### src/usm_pkg.sv
package usm_pkg;
  localparam int DATA_W = 8;
  localparam int SYNC_STAGES = 2;
  // Bus bit positions in the serial maps
  localparam int BIT_TX_EN = 0;
  localparam int BIT_DAT = 1;
  localparam int BIT_SE0 = 2;
  localparam int BIT_INT = 3;
  localparam int BIT_PLUS_LINE_RECEIVE = 4;
  localparam int BIT_MINUS_LINE_RECEIVE = 5;
  localparam int BIT_DIFFERENTIAL_RECEIVE = 6;
  localparam int BIT_SPARE = 7;
  // Operating mode field codes
  localparam logic [1:0] OPERATING_MODE_FIELD_NORMAL = 2'h0;
  localparam logic [1:0] OPERATING_MODE_FIELD_NODRIVE = 2'h1;
  localparam logic [1:0] OPERATING_MODE_FIELD_CHIRP = 2'h2;
  // Transceiver speed select codes
  localparam logic [1:0] XCVR_HS = 2'h0;
  localparam logic [1:0] XCVR_FS = 2'h1;
  localparam logic [1:0] XCVR_LS = 2'h2;
  localparam logic [7:0] BUS_IDLE = 8'h00;
  // Device-driven bits in either serial map: interrupt and everything above it
  localparam logic [7:0] SERIAL_OE = 8'hf8;
  typedef enum logic [1:0] {
    USM_SYNC,
    USM_SIX,
    USM_THREE,
    USM_EXIT
  } usm_state_e;
endpackage : usm_pkg

### src/usm_sync.sv
`timescale 1ns/1ps
// Two flip-flop synchroniser, one per bit
module usm_sync #(
  parameter int W = 1
) (
  input wire logic clk,
  input wire logic rst,
  input wire logic [W-1:0] d,
  output logic [W-1:0] q
);
  logic [W-1:0] meta;
  logic [W-1:0] next_meta;
  logic [W-1:0] next_q;

  always_comb begin
    next_meta = d;
    next_q = meta;
  end

  always_ff @(posedge clk) begin
    if (rst) begin
      meta <= '0;
      q <= '0;
    end else begin
      meta <= next_meta;
      q <= next_q;
    end
  end
endmodule : usm_sync

### src/usm_term.sv
`timescale 1ns/1ps
// Resistor enables decoded from the transceiver control bits
module usm_term (
  input wire logic [1:0] xcvr_sel,
  input wire logic term_sel,
  input wire logic [1:0] op_mode,
  input wire logic dp_pd,
  input wire logic dm_pd,
  output logic pu_dp,
  output logic pd_dp,
  output logic pd_dm,
  output logic hs_term
);
  always_comb begin
    pd_dp = dp_pd;
    pd_dm = dm_pd;
    // Pull-up only for a peripheral that signals at full or low speed, or chirps
    pu_dp = term_sel && !(dp_pd && dm_pd);
    // High-speed termination whenever high-speed select with no full-speed term, except in no-drive mode
    hs_term = (xcvr_sel == usm_pkg::XCVR_HS) && !term_sel;
    if (op_mode == usm_pkg::OPERATING_MODE_FIELD_NODRIVE) begin
      pu_dp = 1'b0;
      pd_dp = 1'b0;
      pd_dm = 1'b0;
      hs_term = 1'b0;
    end
  end
endmodule : usm_term

### src/usm_top.sv
`timescale 1ns/1ps
// Summary of operation
// - Stop signal ends six-wire mode; bus returns to synchronous use.
// - Six-wire: device drives plus, minus and differential receive bits.
// - Both serial modes: bit three is active-high unmasked interrupt.
// - Unused bus bits are driven low in both serial modes.
// - Three-wire mode entered by enable bit, left by stop signal.
// - Three-wire data bit: link drives while enabled, device otherwise.
// - Three-wire zero bit: link drives while enabled, device otherwise.
// - Resistor enables come only from the five control fields.
// - Enables drive pull-up, two pull-downs and high-speed terminations.
// - No-drive operating mode turns all four resistor enables off.
// - Host high-speed settings: pull-downs and termination on, pull-up off.
// - Host full or low speed: pull-downs only.
// - Power-up settings enable only the two pull-downs.
// - Stop high in serial mode ends it; bus returns to synchronous mode once stop drops.
// - Direction stays asserted throughout serial modes.
// - Next-data output unused in serial modes.
module usm_top (
  input wire logic CLOCK,
  input wire logic RESET,
  input wire logic STOP,
  input wire logic [7:0] DATA_IN,
  output logic [7:0] DATA_OUT,
  output logic [7:0] DATA_OE,
  output logic DIRECTION,
  output logic NEXT_DATA,
  input wire logic SET_SIX_WIRE,
  input wire logic SET_THREE_WIRE,
  output logic SIX_WIRE_SERIAL_ENABLE,
  output logic THREE_WIRE_SERIAL_ENABLE,
  input wire logic IRQ_ACTIVE,
  input wire logic PLUS_LINE_RECEIVE,
  input wire logic MINUS_LINE_RECEIVE,
  input wire logic DIFFERENTIAL_RECEIVE,
  output logic SERIAL_TRANSMIT_ENABLE,
  output logic SERIAL_TRANSMIT_DATA,
  output logic SERIAL_TRANSMIT_SINGLE_ZERO,
  input wire logic [1:0] TRANSCEIVER_SPEED_SELECT,
  input wire logic TERMINATION_SELECT,
  input wire logic [1:0] OPERATING_MODE_FIELD,
  input wire logic PLUS_LINE_PULLDOWN_BIT,
  input wire logic MINUS_LINE_PULLDOWN_BIT,
  output logic PLUS_PULLUP_ENABLE,
  output logic PLUS_PULLDOWN_ENABLE,
  output logic MINUS_PULLDOWN_ENABLE,
  output logic HS_TERMINATION_ENABLE
);
  // ==========================================================
  // Input synchronisers
  // ==========================================================
  localparam int NSYNC = usm_pkg::DATA_W + 5;
  logic [NSYNC-1:0] raw_in;
  logic [NSYNC-1:0] syn_in;
  logic stop_s;
  logic irq_s;
  logic plus_line_receive_s;
  logic minus_line_receive_s;
  logic differential_receive_s;
  logic [7:0] din_s;

  // Pins and analog receivers are asynchronous to CLOCK
  assign raw_in = {STOP, IRQ_ACTIVE, PLUS_LINE_RECEIVE, MINUS_LINE_RECEIVE,
                   DIFFERENTIAL_RECEIVE, DATA_IN};
  usm_sync #(.W(NSYNC)) u_sync (
    .clk(CLOCK),
    .rst(RESET),
    .d(raw_in),
    .q(syn_in)
  );
  assign stop_s = syn_in[NSYNC-1];
  assign irq_s = syn_in[NSYNC-2];
  assign plus_line_receive_s = syn_in[NSYNC-3];
  assign minus_line_receive_s = syn_in[NSYNC-4];
  assign differential_receive_s = syn_in[NSYNC-5];
  assign din_s = syn_in[7:0];

  // ==========================================================
  // Mode state machine
  // ==========================================================
  usm_pkg::usm_state_e state;
  usm_pkg::usm_state_e next_state;

  always_comb begin
    next_state = state;
    case (state)
      usm_pkg::USM_SYNC: begin
        if (SET_SIX_WIRE) begin
          next_state = usm_pkg::USM_SIX;
        end else if (SET_THREE_WIRE) begin
          next_state = usm_pkg::USM_THREE;
        end
      end
      usm_pkg::USM_SIX: begin
        if (stop_s) begin
          next_state = usm_pkg::USM_EXIT;
        end
      end
      usm_pkg::USM_THREE: begin
        if (stop_s) begin
          next_state = usm_pkg::USM_EXIT;
        end
      end
      usm_pkg::USM_EXIT: begin
        // Wait for stop to drop so a held stop does not re-trigger
        if (!stop_s) begin
          next_state = usm_pkg::USM_SYNC;
        end
      end
      default: next_state = usm_pkg::USM_SYNC;
    endcase
  end

  always_ff @(posedge CLOCK) begin
    if (RESET) begin
      state <= usm_pkg::USM_SYNC;
    end else begin
      state <= next_state;
    end
  end

  // ==========================================================
  // Bus mapping
  // ==========================================================
  logic six;
  logic three;
  logic tx_en;
  logic [7:0] next_dout;
  logic [7:0] next_doe;
  logic next_dir;
  logic next_six_en;
  logic next_three_en;
  logic next_tx_en;
  logic next_serial_transmit_data;
  logic next_serial_transmit_single_zero;

  assign six = (state == usm_pkg::USM_SIX);
  assign three = (state == usm_pkg::USM_THREE);
  assign tx_en = din_s[usm_pkg::BIT_TX_EN];

  always_comb begin
    next_dout = usm_pkg::BUS_IDLE;
    next_doe = usm_pkg::BUS_IDLE;
    next_tx_en = 1'b0;
    next_serial_transmit_data = 1'b0;
    next_serial_transmit_single_zero = 1'b0;
    if (six) begin
      next_doe = usm_pkg::SERIAL_OE;
      next_dout[usm_pkg::BIT_INT] = irq_s;
      next_dout[usm_pkg::BIT_PLUS_LINE_RECEIVE] = plus_line_receive_s;
      next_dout[usm_pkg::BIT_MINUS_LINE_RECEIVE] = minus_line_receive_s;
      next_dout[usm_pkg::BIT_DIFFERENTIAL_RECEIVE] = differential_receive_s;
      next_tx_en = tx_en;
      next_serial_transmit_data = din_s[usm_pkg::BIT_DAT];
      next_serial_transmit_single_zero = din_s[usm_pkg::BIT_SE0];
    end else if (three) begin
      next_doe = usm_pkg::SERIAL_OE;
      next_dout[usm_pkg::BIT_INT] = irq_s;
      next_tx_en = tx_en;
      // The link's enable arrives through the synchroniser, so the shared
      // bits change hands three cycles after the link flips its enable
      if (tx_en) begin
        next_serial_transmit_data = din_s[usm_pkg::BIT_DAT];
        next_serial_transmit_single_zero = din_s[usm_pkg::BIT_SE0];
      end else begin
        next_doe[usm_pkg::BIT_DAT] = 1'b1;
        next_doe[usm_pkg::BIT_SE0] = 1'b1;
        next_dout[usm_pkg::BIT_DAT] = differential_receive_s;
        next_dout[usm_pkg::BIT_SE0] = !plus_line_receive_s && !minus_line_receive_s;
      end
    end
    next_dir = six || three || (state == usm_pkg::USM_EXIT);
    // Enable bits mirror the mode, so exit by stop clears them
    next_six_en = (next_state == usm_pkg::USM_SIX);
    next_three_en = (next_state == usm_pkg::USM_THREE);
  end

  always_ff @(posedge CLOCK) begin
    if (RESET) begin
      DATA_OUT <= usm_pkg::BUS_IDLE;
      DATA_OE <= usm_pkg::BUS_IDLE;
      DIRECTION <= 1'b0;
      NEXT_DATA <= 1'b0;
      SIX_WIRE_SERIAL_ENABLE <= 1'b0;
      THREE_WIRE_SERIAL_ENABLE <= 1'b0;
      SERIAL_TRANSMIT_ENABLE <= 1'b0;
      SERIAL_TRANSMIT_DATA <= 1'b0;
      SERIAL_TRANSMIT_SINGLE_ZERO <= 1'b0;
    end else begin
      DATA_OUT <= next_dout;
      DATA_OE <= next_doe;
      DIRECTION <= next_dir;
      NEXT_DATA <= 1'b0;
      SIX_WIRE_SERIAL_ENABLE <= next_six_en;
      THREE_WIRE_SERIAL_ENABLE <= next_three_en;
      SERIAL_TRANSMIT_ENABLE <= next_tx_en;
      SERIAL_TRANSMIT_DATA <= next_serial_transmit_data;
      SERIAL_TRANSMIT_SINGLE_ZERO <= next_serial_transmit_single_zero;
    end
  end

  // ==========================================================
  // Termination control
  // ==========================================================
  logic pu_dp;
  logic pd_dp;
  logic pd_dm;
  logic hs_term;

  usm_term u_term (
    .xcvr_sel(TRANSCEIVER_SPEED_SELECT),
    .term_sel(TERMINATION_SELECT),
    .op_mode(OPERATING_MODE_FIELD),
    .dp_pd(PLUS_LINE_PULLDOWN_BIT),
    .dm_pd(MINUS_LINE_PULLDOWN_BIT),
    .pu_dp(pu_dp),
    .pd_dp(pd_dp),
    .pd_dm(pd_dm),
    .hs_term(hs_term)
  );

  // Registered for glitch-free resistor switching, one cycle of latency
  always_ff @(posedge CLOCK) begin
    if (RESET) begin
      PLUS_PULLUP_ENABLE <= 1'b0;
      PLUS_PULLDOWN_ENABLE <= 1'b0;
      MINUS_PULLDOWN_ENABLE <= 1'b0;
      HS_TERMINATION_ENABLE <= 1'b0;
    end else begin
      PLUS_PULLUP_ENABLE <= pu_dp;
      PLUS_PULLDOWN_ENABLE <= pd_dp;
      MINUS_PULLDOWN_ENABLE <= pd_dm;
      HS_TERMINATION_ENABLE <= hs_term;
    end
  end
endmodule : usm_top

### config.mk
export PLATFORM = sky130hd
export DESIGN_NAME = usm_top
export DESIGN_NICKNAME = d
export VERILOG_FILES = /design/src/usm_pkg.sv /design/src/usm_sync.sv /design/src/usm_term.sv /design/src/usm_top.sv
export SDC_FILE = /design/constraint.sdc
export NUM_CORES = 1
export LEC_CHECK = 0
export ABC_AREA = 1
export BUFFER_PORTS_ARGS = -buffer_cell sky130_fd_sc_hd__buf_2
export CORE_MARGIN = 2
export CORE_UTILIZATION = 46
export CTS_CLUSTER_SIZE = 10
export DETAILED_ROUTE_END_ITERATION = 12
export GPL_ROUTABILITY_DRIVEN = 0
export PLACE_DENSITY = 0.76
export SETUP_SLACK_MARGIN = 0.2
export SYNTH_ARGS = -nofsm -noshare
export SYNTH_HDL_FRONTEND = slang
export SYNTH_SLANG_ARGS = --single-unit
### constraint.sdc
create_clock -name CLOCK -period 1.3 [get_ports CLOCK]
set_input_delay 0.065 -clock CLOCK [delete_from_list [all_inputs] [get_ports CLOCK]]
set_output_delay 0.065 -clock CLOCK [all_outputs]
set_load 0.01 [all_outputs]
## Yosys cells after proc, flatten, opt, wreduce, memory -nomap -nowiden

Index checks and enable logic that the tools add are counted.

| storage, ports and cells | value |
|---|---|
| logic and storage cells | 65 |
| flip-flop bits (word level) | 54 |

| operators by class | value |
|---|---|
| eq/ne operators | 6 |
| reduce and logical (&&, ||, !) cells | 18 |
| multiplexer cells | 19 |
| bitwise operators | 2 |

Operator list:

| cell | number |
|---|---|
| $mux W8 | 2 |
| $mux W2 | 6 |
| $mux W1 | 9 |
| $reduce_or A2 Y1 | 4 |
| $eq A2 B1 Y1 const B | 3 |
| $eq A2 B2 Y1 const B | 3 |
| $pmux W2 S3 | 1 |
| $logic_and A1 B1 Y1 | 4 |
| $logic_not A1 Y1 | 4 |
| $logic_not A2 Y1 | 2 |
| $reduce_or A4 Y1 | 1 |
| $mux W3 | 1 |
| $reduce_or A3 Y1 | 1 |
| $logic_or A1 B1 Y1 | 2 |
| $not A1 Y1 | 2 |

## Longest topological paths before layout

Gate-level depths: netlist of run 1.

| depth | value |
|---|---|
| depth after elaboration | 5 |
| mapped depth | 7 |
| mapped depth without buffers | 7 |

## Cells and area by module

From an unflattened synthesis of run 1, not the netlist that was laid out.

| unflattened totals | value |
|---|---|
| cells, all modules | 188 |
| area total of the unflattened synthesis | 1604.0 um^2 |

Modules (own cells, without submodules):

| module | area each (um^2) | cells an instance | instances |
|---|---|---|---|
| usm_top | 795.8 | 94 | 1 |
| usm_sync | 752.0 | 81 | 1 |
| usm_term | 56.3 | 13 | 1 |

## Least setup slack after synthesis of run 1

Ideal clock, no wire load.

| timing path | value |
|---|---|
| kind | reg2reg |
| from | reg state[0] |
| to | reg THREE_WIRE_SERIAL_ENABLE |
| library setup time | 0.062 ns |
| clock period less this slack | 1.076 ns |
| path slack | 0.224 ns |
| cell stages (with the launch flop) | 8 |
| buffers on the path | 0 |
| data arrival time | 1.014 ns |
| required time | 1.238 ns |
| path through | dfxtp_1 -> inv_2 -> ha_1 -> inv_2 -> nand3_2 -> nand2_1 -> nand2_2 -> nor2_2 |

| on the way | value |
|---|---|
| longest elaborated chain between the ends | 4 |

RTL lines:

| element | line | text |
|---|---|---|
| start: declaration | usm_top.sv:81 | `usm_pkg::usm_state_e state;` |
| start signal: assignment | usm_top.sv:116 | `state <= usm_pkg::USM_SYNC;` |
| start signal: assignment | usm_top.sv:118 | `state <= next_state;` |
| $eq A2 B1 Y1 (tied with other cells) | usm_top.sv:86 | `case (state)` |
| $reduce_or A2 Y1 (no source line) / $mux W2 (equally long branches) | - |  |
| $pmux W2 S3 (*) | usm_top.sv:86 |  |
| $eq A2 B2 Y1 (*) | usm_top.sv:175 | `next_three_en = (next_state == usm_pkg::USM_THREE);` |
| end signal: assignment | usm_top.sv:195 | `THREE_WIRE_SERIAL_ENABLE <= next_three_en;` |
| end: declaration | usm_top.sv:31 | `output logic THREE_WIRE_SERIAL_ENABLE,` |

Mark *: on every way between the ends. The rest lies on a longest branch, timed or not.
A chain may end at the register's enable or synchronous reset.

## Worst setup path in the final report of run 1

| timing path | value |
|---|---|
| from | reg state[0] |
| to | reg SERIAL_TRANSMIT_DATA |

| on the way | value |
|---|---|
| longest elaborated chain between the ends | 3 |

RTL lines:

| element | line | text |
|---|---|---|
| $eq A2 B2 Y1 | usm_top.sv:138 | `assign three = (state == usm_pkg::USM_THREE);` |
| $mux W1 | usm_top.sv:156 | `end else if (three) begin` |
| $mux W1 (*) | usm_top.sv:147 | `if (six) begin` |
| end signal: assignment | usm_top.sv:197 | `SERIAL_TRANSMIT_DATA <= next_serial_transmit_data;` |
| end: declaration | usm_top.sv:37 | `output logic SERIAL_TRANSMIT_DATA,` |

Marked as above.

==> results of run 1 <==
==> power breakdown <==
part           leakage [nW]  switching (mW)  internal (mW)
combinational         0.566           0.271          0.220
sequential            0.297          0.0444           1.18
clock                0.0374           0.320          0.307
total                 0.900           0.635           1.70
==> critical path, cell delays in order, from the launching register on <==
cell and delay (ns):
dfxtp_4 0.38, buf_4 0.15, ha_4 0.17, inv_2 0.07, a21oi_1 0.06, o21ai_1 0.12, nor2_1 0.06
==> state kept, by name, indices dropped and copies added (netlist names) <==
name,flops
DATA_OUT,6
SIX_WIRE_SERIAL_ENABLE,1
DATA_OE,2
DIRECTION,1
SERIAL_TRANSMIT_DATA,1
PLUS_PULLUP_ENABLE,1
SERIAL_TRANSMIT_ENABLE,1
THREE_WIRE_SERIAL_ENABLE,1
u_sync.q,8
HS_TERMINATION_ENABLE,1
SERIAL_TRANSMIT_SINGLE_ZERO,1
PLUS_PULLDOWN_ENABLE,1
u_sync.meta,8
state,2
MINUS_PULLDOWN_ENABLE,1
==> how the worst max path moves through the flow <==
stage | end | slack [ns] | depth (start not counted)
6_report | SERIAL_TRANSMIT_DATA | 0.19 | 6
5_1_grt | DATA_OUT[2] | 0.12 | 6
4_1_cts | THREE_WIRE_SERIAL_ENABLE | 0.19 | 7
3_5_place_dp | state[0] | 0.08 | 6
3_3_place_gp | SIX_WIRE_SERIAL_ENABLE | 0.17 | 6
2_1_floorplan | THREE_WIRE_SERIAL_ENABLE | 0.22 | 7
==> layout by cell type, fill, tap and decap left out, drive strengths merged <==
cell type,Yosys,layout
clkbuf,0,7
buf,12,44
nand2,11,11
a21oi,2,2
nor2,32,32
nor3b,1,1
dfxtp,36,36
a211oi,1,1
nand3,6,6
o21ai,2,2
nor3,2,2
inv,38,38
ha,4,4
dlygate4sd3,0,13
conb,1,4
==> area by class of cell <==
class,instances,area [um2]
sequential,36,728
inverter,38,153
clock buffer,7,65.1
fill,220,956
multi-input combinational,65,412
timing repair buffer,57,358
tap,31,38.8
==> metal layers <==
| layer | part of all wire, % | wire length (um) | global-route usage (%) | up-vias |
|---|---|---|---|---|
| li1 | - | - | - | 518 |
| met1 | 40 | 867 | 13.2 | 408 |
| met2 | 53 | 1150 | 24.0 | 34 |
| met3 | 6.1 | 133 | 2.95 | 2 |
| met4 | 1.0 | 22 | 7.97 | 0 |
| met5 | 0 | 0 | 0 | - |
==> cells by family (layout without fill, tap and decap cells) <==
| group | count (synthesis) | in the layout | synth area share (%) |
|---|---|---|---|
| other cells | 1 | 4 | 0.291 |
| compound gates | 5 | 5 | 2.82 |
| simple gates | 52 | 52 | 19.1 |
| fa+ha+maj | 4 | 4 | 3.88 |
| flops | 36 | 36 | 55.9 |
| buf+inv | 50 | 102 | 18.0 |
==> repair_timing <==
item	CTS	global route
pin swaps	0	7
gates resized for setup	5	16
endpoints found under the setup margin	8	8
setup buffers	0	2
gates cloned	0	0
hold buffers	13	0
hold endpoints to repair	12	0
==> results.sh, run 1 <==
export IMPL_critPathCaptureType="register"
export IMPL_fin_nets=231
export IMPL_grt_pass1_vias=834
export IMPL_ir_drop_v=0.000911
export IMPL_cts_num_sinks=36
export IMPL_post_place_ws_ns=0.0767
export IMPL_skew_ns=0.00510
export IMPL_cts_tree="built"
export IMPL_num_rows=19
export IMPL_h_tree_depth=2
export IMPL_setup_worst_path_start="state[0]"
export IMPL_p_per_area_mw_per_mm2=1330
export IMPL_layout_setup_ws_ns=0.185
export IMPL_synth_ff_type="dfxtp_1"
export IMPL_holdPathStages=3
export IMPL_critical_path_class="register to register"
export IMPL_reg2reg_to="SERIAL_TRANSMIT_DATA"
export IMPL_ioPinCount=51
export IMPL_hold_path_startpoint="OPERATING_MODE_FIELD[1]"
export IMPL_postPlaceCellArea_mm2=0.00146
export IMPL_yosysMostFrequentCell="dfxtp_1"
export IMPL_drive_above_1_share_pct=37.4
export IMPL_ant_nets=0
export IMPL_p_total_mw=2.34
export IMPL_drv_cap=0
export IMPL_min_path_type="primary input to register"
export IMPL_dp_cells=212
export IMPL_fin_util_pct=64.7
export IMPL_synth_cell_type_count=21
export IMPL_grt_max_degree=17
export IMPL_leakagePower_nw=0.900
export IMPL_start_util_pct=47.6
export IMPL_syn_instance_count=148
export IMPL_num_vias=962
export IMPL_overflow=0
export IMPL_diodes=0
export IMPL_routed_via_density=4.11
export IMPL_synth_edf_count=0
export IMPL_first_pass_iters=4
export IMPL_worstRegToRegCells=6
export IMPL_drt_wirelength_per_cell_um=9.30
export IMPL_antenna_found_initial=0
export IMPL_cts_buffer_depth=2
export IMPL_hold_viol_final=0
export IMPL_syn_area_mm2=0.00129
export IMPL_synth_top_area_share_pct=55.9
export IMPL_outcome="finished, final reports clean"
export IMPL_synth_common_cells="dfxtp_1, inv_1, nor2_1"
export IMPL_fmax_mhz=897
export IMPL_fin_hold_ws_ns=0.0149
export IMPL_ys_warnings_count=0
export IMPL_worstPathArrival_ns=1.34
export IMPL_crit_fanout=5
export IMPL_clk_pin_slew_ns=0.10
export IMPL_drc=0
export IMPL_finalMaxSlewViolations=0
export IMPL_numPortBuffers=41
export IMPL_ys_ff_latch=36
export IMPL_fin_crit_sh_pct=85.7
export IMPL_avgSynthCellArea_um2=8.71
export IMPL_finalSetupTns_ns=0
export IMPL_root_buffer="clkbuf_4"
export IMPL_min_to="MINUS_PULLDOWN_ENABLE"
export IMPL_detailed_place_hpwl_um=1490
export IMPL_post_route_min_period_ns=1.11
export IMPL_die_y_um=56.9
export IMPL_start_kind="register"
export IMPL_routed_wl_um=2180
export IMPL_syn_to_final_growth_pct=36.1
export IMPL_clock_latency_ns=0.32
export IMPL_synthTopCellsByArea="dfxtp_1, inv_1, nor2_1"
export IMPL_synth_seq_area_share_pct=55.9
export IMPL_yosysTopAreaCell="dfxtp_1"
export IMPL_grt_setup_unrepaired="true"
export IMPL_final_area_mm2=0.00175
export IMPL_gr_usage_all_layers_pct=13.0
export IMPL_core_area_mm2=0.00271
export IMPL_r2r_slack_ns=0.19
export IMPL_die_area_mm2=0.00324
export IMPL_setup_violations=0
export IMPL_fp_dieW_um=56.9
export IMPL_cp_required_ns=1.52
export IMPL_synthArstFlopShare_pct=0
export IMPL_fin_cells=234
export IMPL_drt_iter0_markers=8
export IMPL_cts_buffers=5
export IMPL_grt_pass1_wl_um=3240
export IMPL_r2r_start="state[0]"
Power figures use the tool's default switching activity.
==> run 2, diff against run 1 <==
--- a/config.mk
+++ b/config.mk
@@ -8,12 +8,13 @@
 export ABC_AREA = 1
 export BUFFER_PORTS_ARGS = -buffer_cell sky130_fd_sc_hd__buf_2
 export CORE_MARGIN = 2
-export CORE_UTILIZATION = 46
+export CORE_UTILIZATION = 50
 export CTS_CLUSTER_SIZE = 10
 export DETAILED_ROUTE_END_ITERATION = 12
 export GPL_ROUTABILITY_DRIVEN = 0
-export PLACE_DENSITY = 0.76
+export PLACE_DENSITY = 0.79
 export SETUP_SLACK_MARGIN = 0.2
 export SYNTH_ARGS = -nofsm -noshare
 export SYNTH_HDL_FRONTEND = slang
+export SYNTH_HIERARCHICAL = 1
 export SYNTH_SLANG_ARGS = --single-unit
==> run 2 against run 1 <==
Via count grew 3.0%; clock power shrank 1%; critical path depth grew 1; worst hold slack gained 0.013 ns; utilization grew 4.7 points; largest power group unchanged; clock-buffer cell count is the same; routed wire length grew 3.3%; critical path type unchanged; sequential share of layout area grew 0.42 points; first-iteration DRC count grew to 3.5 times the previous value; non-clock buffer count shrank 3; die area shrank 5.0%; sequential cell count is the same.
==> results.sh, run 2 <==
export IMPL_fin_nets=237
export IMPL_combPwrFrac_pct=20.4
export IMPL_drc=0
export IMPL_r2r_slack_ns=0.22
export IMPL_final_common_cell="buf_2"
export IMPL_drive_above_1_share_pct=35.2
export IMPL_clock_latency_ns=0.34
export IMPL_leakagePower_nw=0.911
export IMPL_slowest_delay_ns=0.42
export IMPL_swShare_pct=28.4
export IMPL_hold_viol_final=0
export IMPL_detailed_place_hpwl_um=1480
export IMPL_post_route_min_period_ns=1.08
export IMPL_min_to="PLUS_PULLUP_ENABLE"
export IMPL_crit_buf_inv=2
export IMPL_root_buffer="clkbuf_4"
export IMPL_grt_pass1_wl_um=3880
export IMPL_drt_wirelength_per_cell_um=9.37
export IMPL_clockPowerShare_pct=26.8
export IMPL_num_rows=18
export IMPL_cts_tree="built"
export IMPL_cp_required_ns=1.58
export IMPL_holdPathStages=5
export IMPL_ir_drop_v=0.00111
export IMPL_worstPathArrival_ns=1.36
export IMPL_drv_cap=0
export IMPL_setup_violations=0
export IMPL_antenna_found_initial=0
export IMPL_syn_area_mm2=0.00133
export IMPL_fin_util_pct=69.5
export IMPL_min_path_type="primary input to register"
export IMPL_final_cell_mix="buf_2, nor2_1, inv_1, dfxtp_1"
export IMPL_h_tree_depth=2
export IMPL_start_kind="register"
export IMPL_crit_slowest_cell="dfxtp_4"
export IMPL_cts_num_sinks=36
export IMPL_ioPinCount=51
export IMPL_outcome="finished, final reports clean"
export IMPL_worstRegToRegCells=7
export IMPL_first_pass_iters=4
export IMPL_numPortBuffers=41
export IMPL_gr_usage_all_layers_pct=16.3
export IMPL_cts_buffer_depth=2
export IMPL_seq_power_share_pct=52.9
export IMPL_fin_crit_sh_pct=83.4
export IMPL_path_cells="inv_6 -> ha_4 -> inv_2 -> nand3_2 -> nand2_1 -> nand2_2 -> nor2_2"
export IMPL_internal_power_mw=1.65
export IMPL_hold_path_startpoint="TERMINATION_SELECT"
export IMPL_critical_path_class="register to register"
export IMPL_syn_to_final_growth_pct=30.9
export IMPL_postPlaceCellArea_mm2=0.00148
export IMPL_cts_buffers=5
export IMPL_grt_setup_unrepaired="true"
export IMPL_finalMaxSlewViolations=0
export IMPL_overflow=0
export IMPL_clk_pin_slew_ns=0.11
export IMPL_routed_wl_um=2250
export IMPL_drt_iter0_markers=28
export IMPL_critPathCaptureType="register"
export IMPL_ys_warnings_count=6
export IMPL_routed_via_density=4.13
export IMPL_grt_max_degree=21
export IMPL_r2r_start="state[0]"
export IMPL_avgSynthCellArea_um2=8.39
export IMPL_start_util_pct=53.1
export IMPL_num_vias=991
export IMPL_fmax_mhz=923
export IMPL_grt_pass1_vias=950
export IMPL_die_area_mm2=0.00308
export IMPL_fp_dieW_um=55.5
export IMPL_reg_top3="u_sync/meta: 8 flops, u_sync/q: 8 flops, DATA_OUT: 6 flops"
export IMPL_reg2reg_to="THREE_WIRE_SERIAL_ENABLE"
export IMPL_p_per_area_mw_per_mm2=1330
export IMPL_finalSetupTns_ns=0
export IMPL_skew_ns=0.00584
export IMPL_diodes=0
export IMPL_core_area_mm2=0.00250
export IMPL_path_delay_family="flip-flops"
export IMPL_syn_instance_count=158
export IMPL_ant_nets=0
export IMPL_final_area_mm2=0.00174
export IMPL_die_y_um=55.5
export IMPL_p_sw_uw=656
export IMPL_crit_fanout=5
==> run 2: worst reg2reg max path: cells and delay by family, from the launching register on <==
family | cells | cell delay, ns
adders and majority gates | 1 | 0.17
buffers and inverters | 2 | 0.13
DFF | 1 | 0.42
and+or+nand+nor | 4 | 0.30
==> run 2: worst max path at each step <==
stage	from	to	slack, ns	depth (start not counted)
after floorplan	state[0]	THREE_WIRE_SERIAL_ENABLE	0.22	7
after global placement	state[0]	THREE_WIRE_SERIAL_ENABLE	0.15	7
after detailed placement	state[1]	SERIAL_TRANSMIT_SINGLE_ZERO	0.09	6
after CTS	state[0]	THREE_WIRE_SERIAL_ENABLE	0.21	7
after global routing	state[1]	DATA_OE[1]	0.17	7
final	state[0]	THREE_WIRE_SERIAL_ENABLE	0.22	7
==> run 2: area by class of cell <==
| type | instances | area [um2] |
|---|---|---|
| clock buffer | 7 | 55.1 |
| tap | 30 | 37.5 |
| clock inverter | 1 | 7.51 |
| sequential | 36 | 728 |
| multi-input combinational | 72 | 419 |
| timing repair buffer | 54 | 332 |
| inverter | 40 | 158 |
| fill | 193 | 763 |
==> run 2: timing repair <==
action	in CTS	in global routing
hold buffers	10	0
resized for setup	6	15
endpoints found under the setup margin	9	9
setup buffers	1	1
pin swaps	0	4
hold endpoints to repair	10	0
==> run 2: power by group through the flow <==
stage               logic, mW  registers (mW)  clock network, mW
finish                  0.470            1.22              0.618
floorplan               0.276            1.25                  0
global placement        0.352            1.23                  0
detailed placement      0.364            1.23                  0
global route            0.524            1.23              0.709
CTS                     0.404            1.21              0.642
==> run 2: metal layers <==
metal | wire length, um | vias to the layer above | GRT usage (%)
li1 | - | 532 | -
met5 | 0 | - | 0
met1 | 906 | 431 | 17.0
met4 | 10 | 0 | 6.27
met2 | 1200 | 26 | 27.9
met3 | 130 | 2 | 7.96
==> run 2: metrics by stage <==
| stage | setup WS [ns] | instances | hold slack (ns) | total power [mW] |
|---|---|---|---|---|
| after detailed placement | 0.0930 | 220 | 0.271 | 1.60 |
| after CTS | 0.212 | 239 | 0.000364 | 2.25 |
| after global placement | 0.154 | 220 | 0.264 | 1.58 |
| after floorplan | 0.224 | 161 | 0.172 | 1.52 |
| final | 0.216 | 240 | 0.0275 | 2.31 |
| after global routing | 0.166 | 240 | 0.0234 | 2.46 |
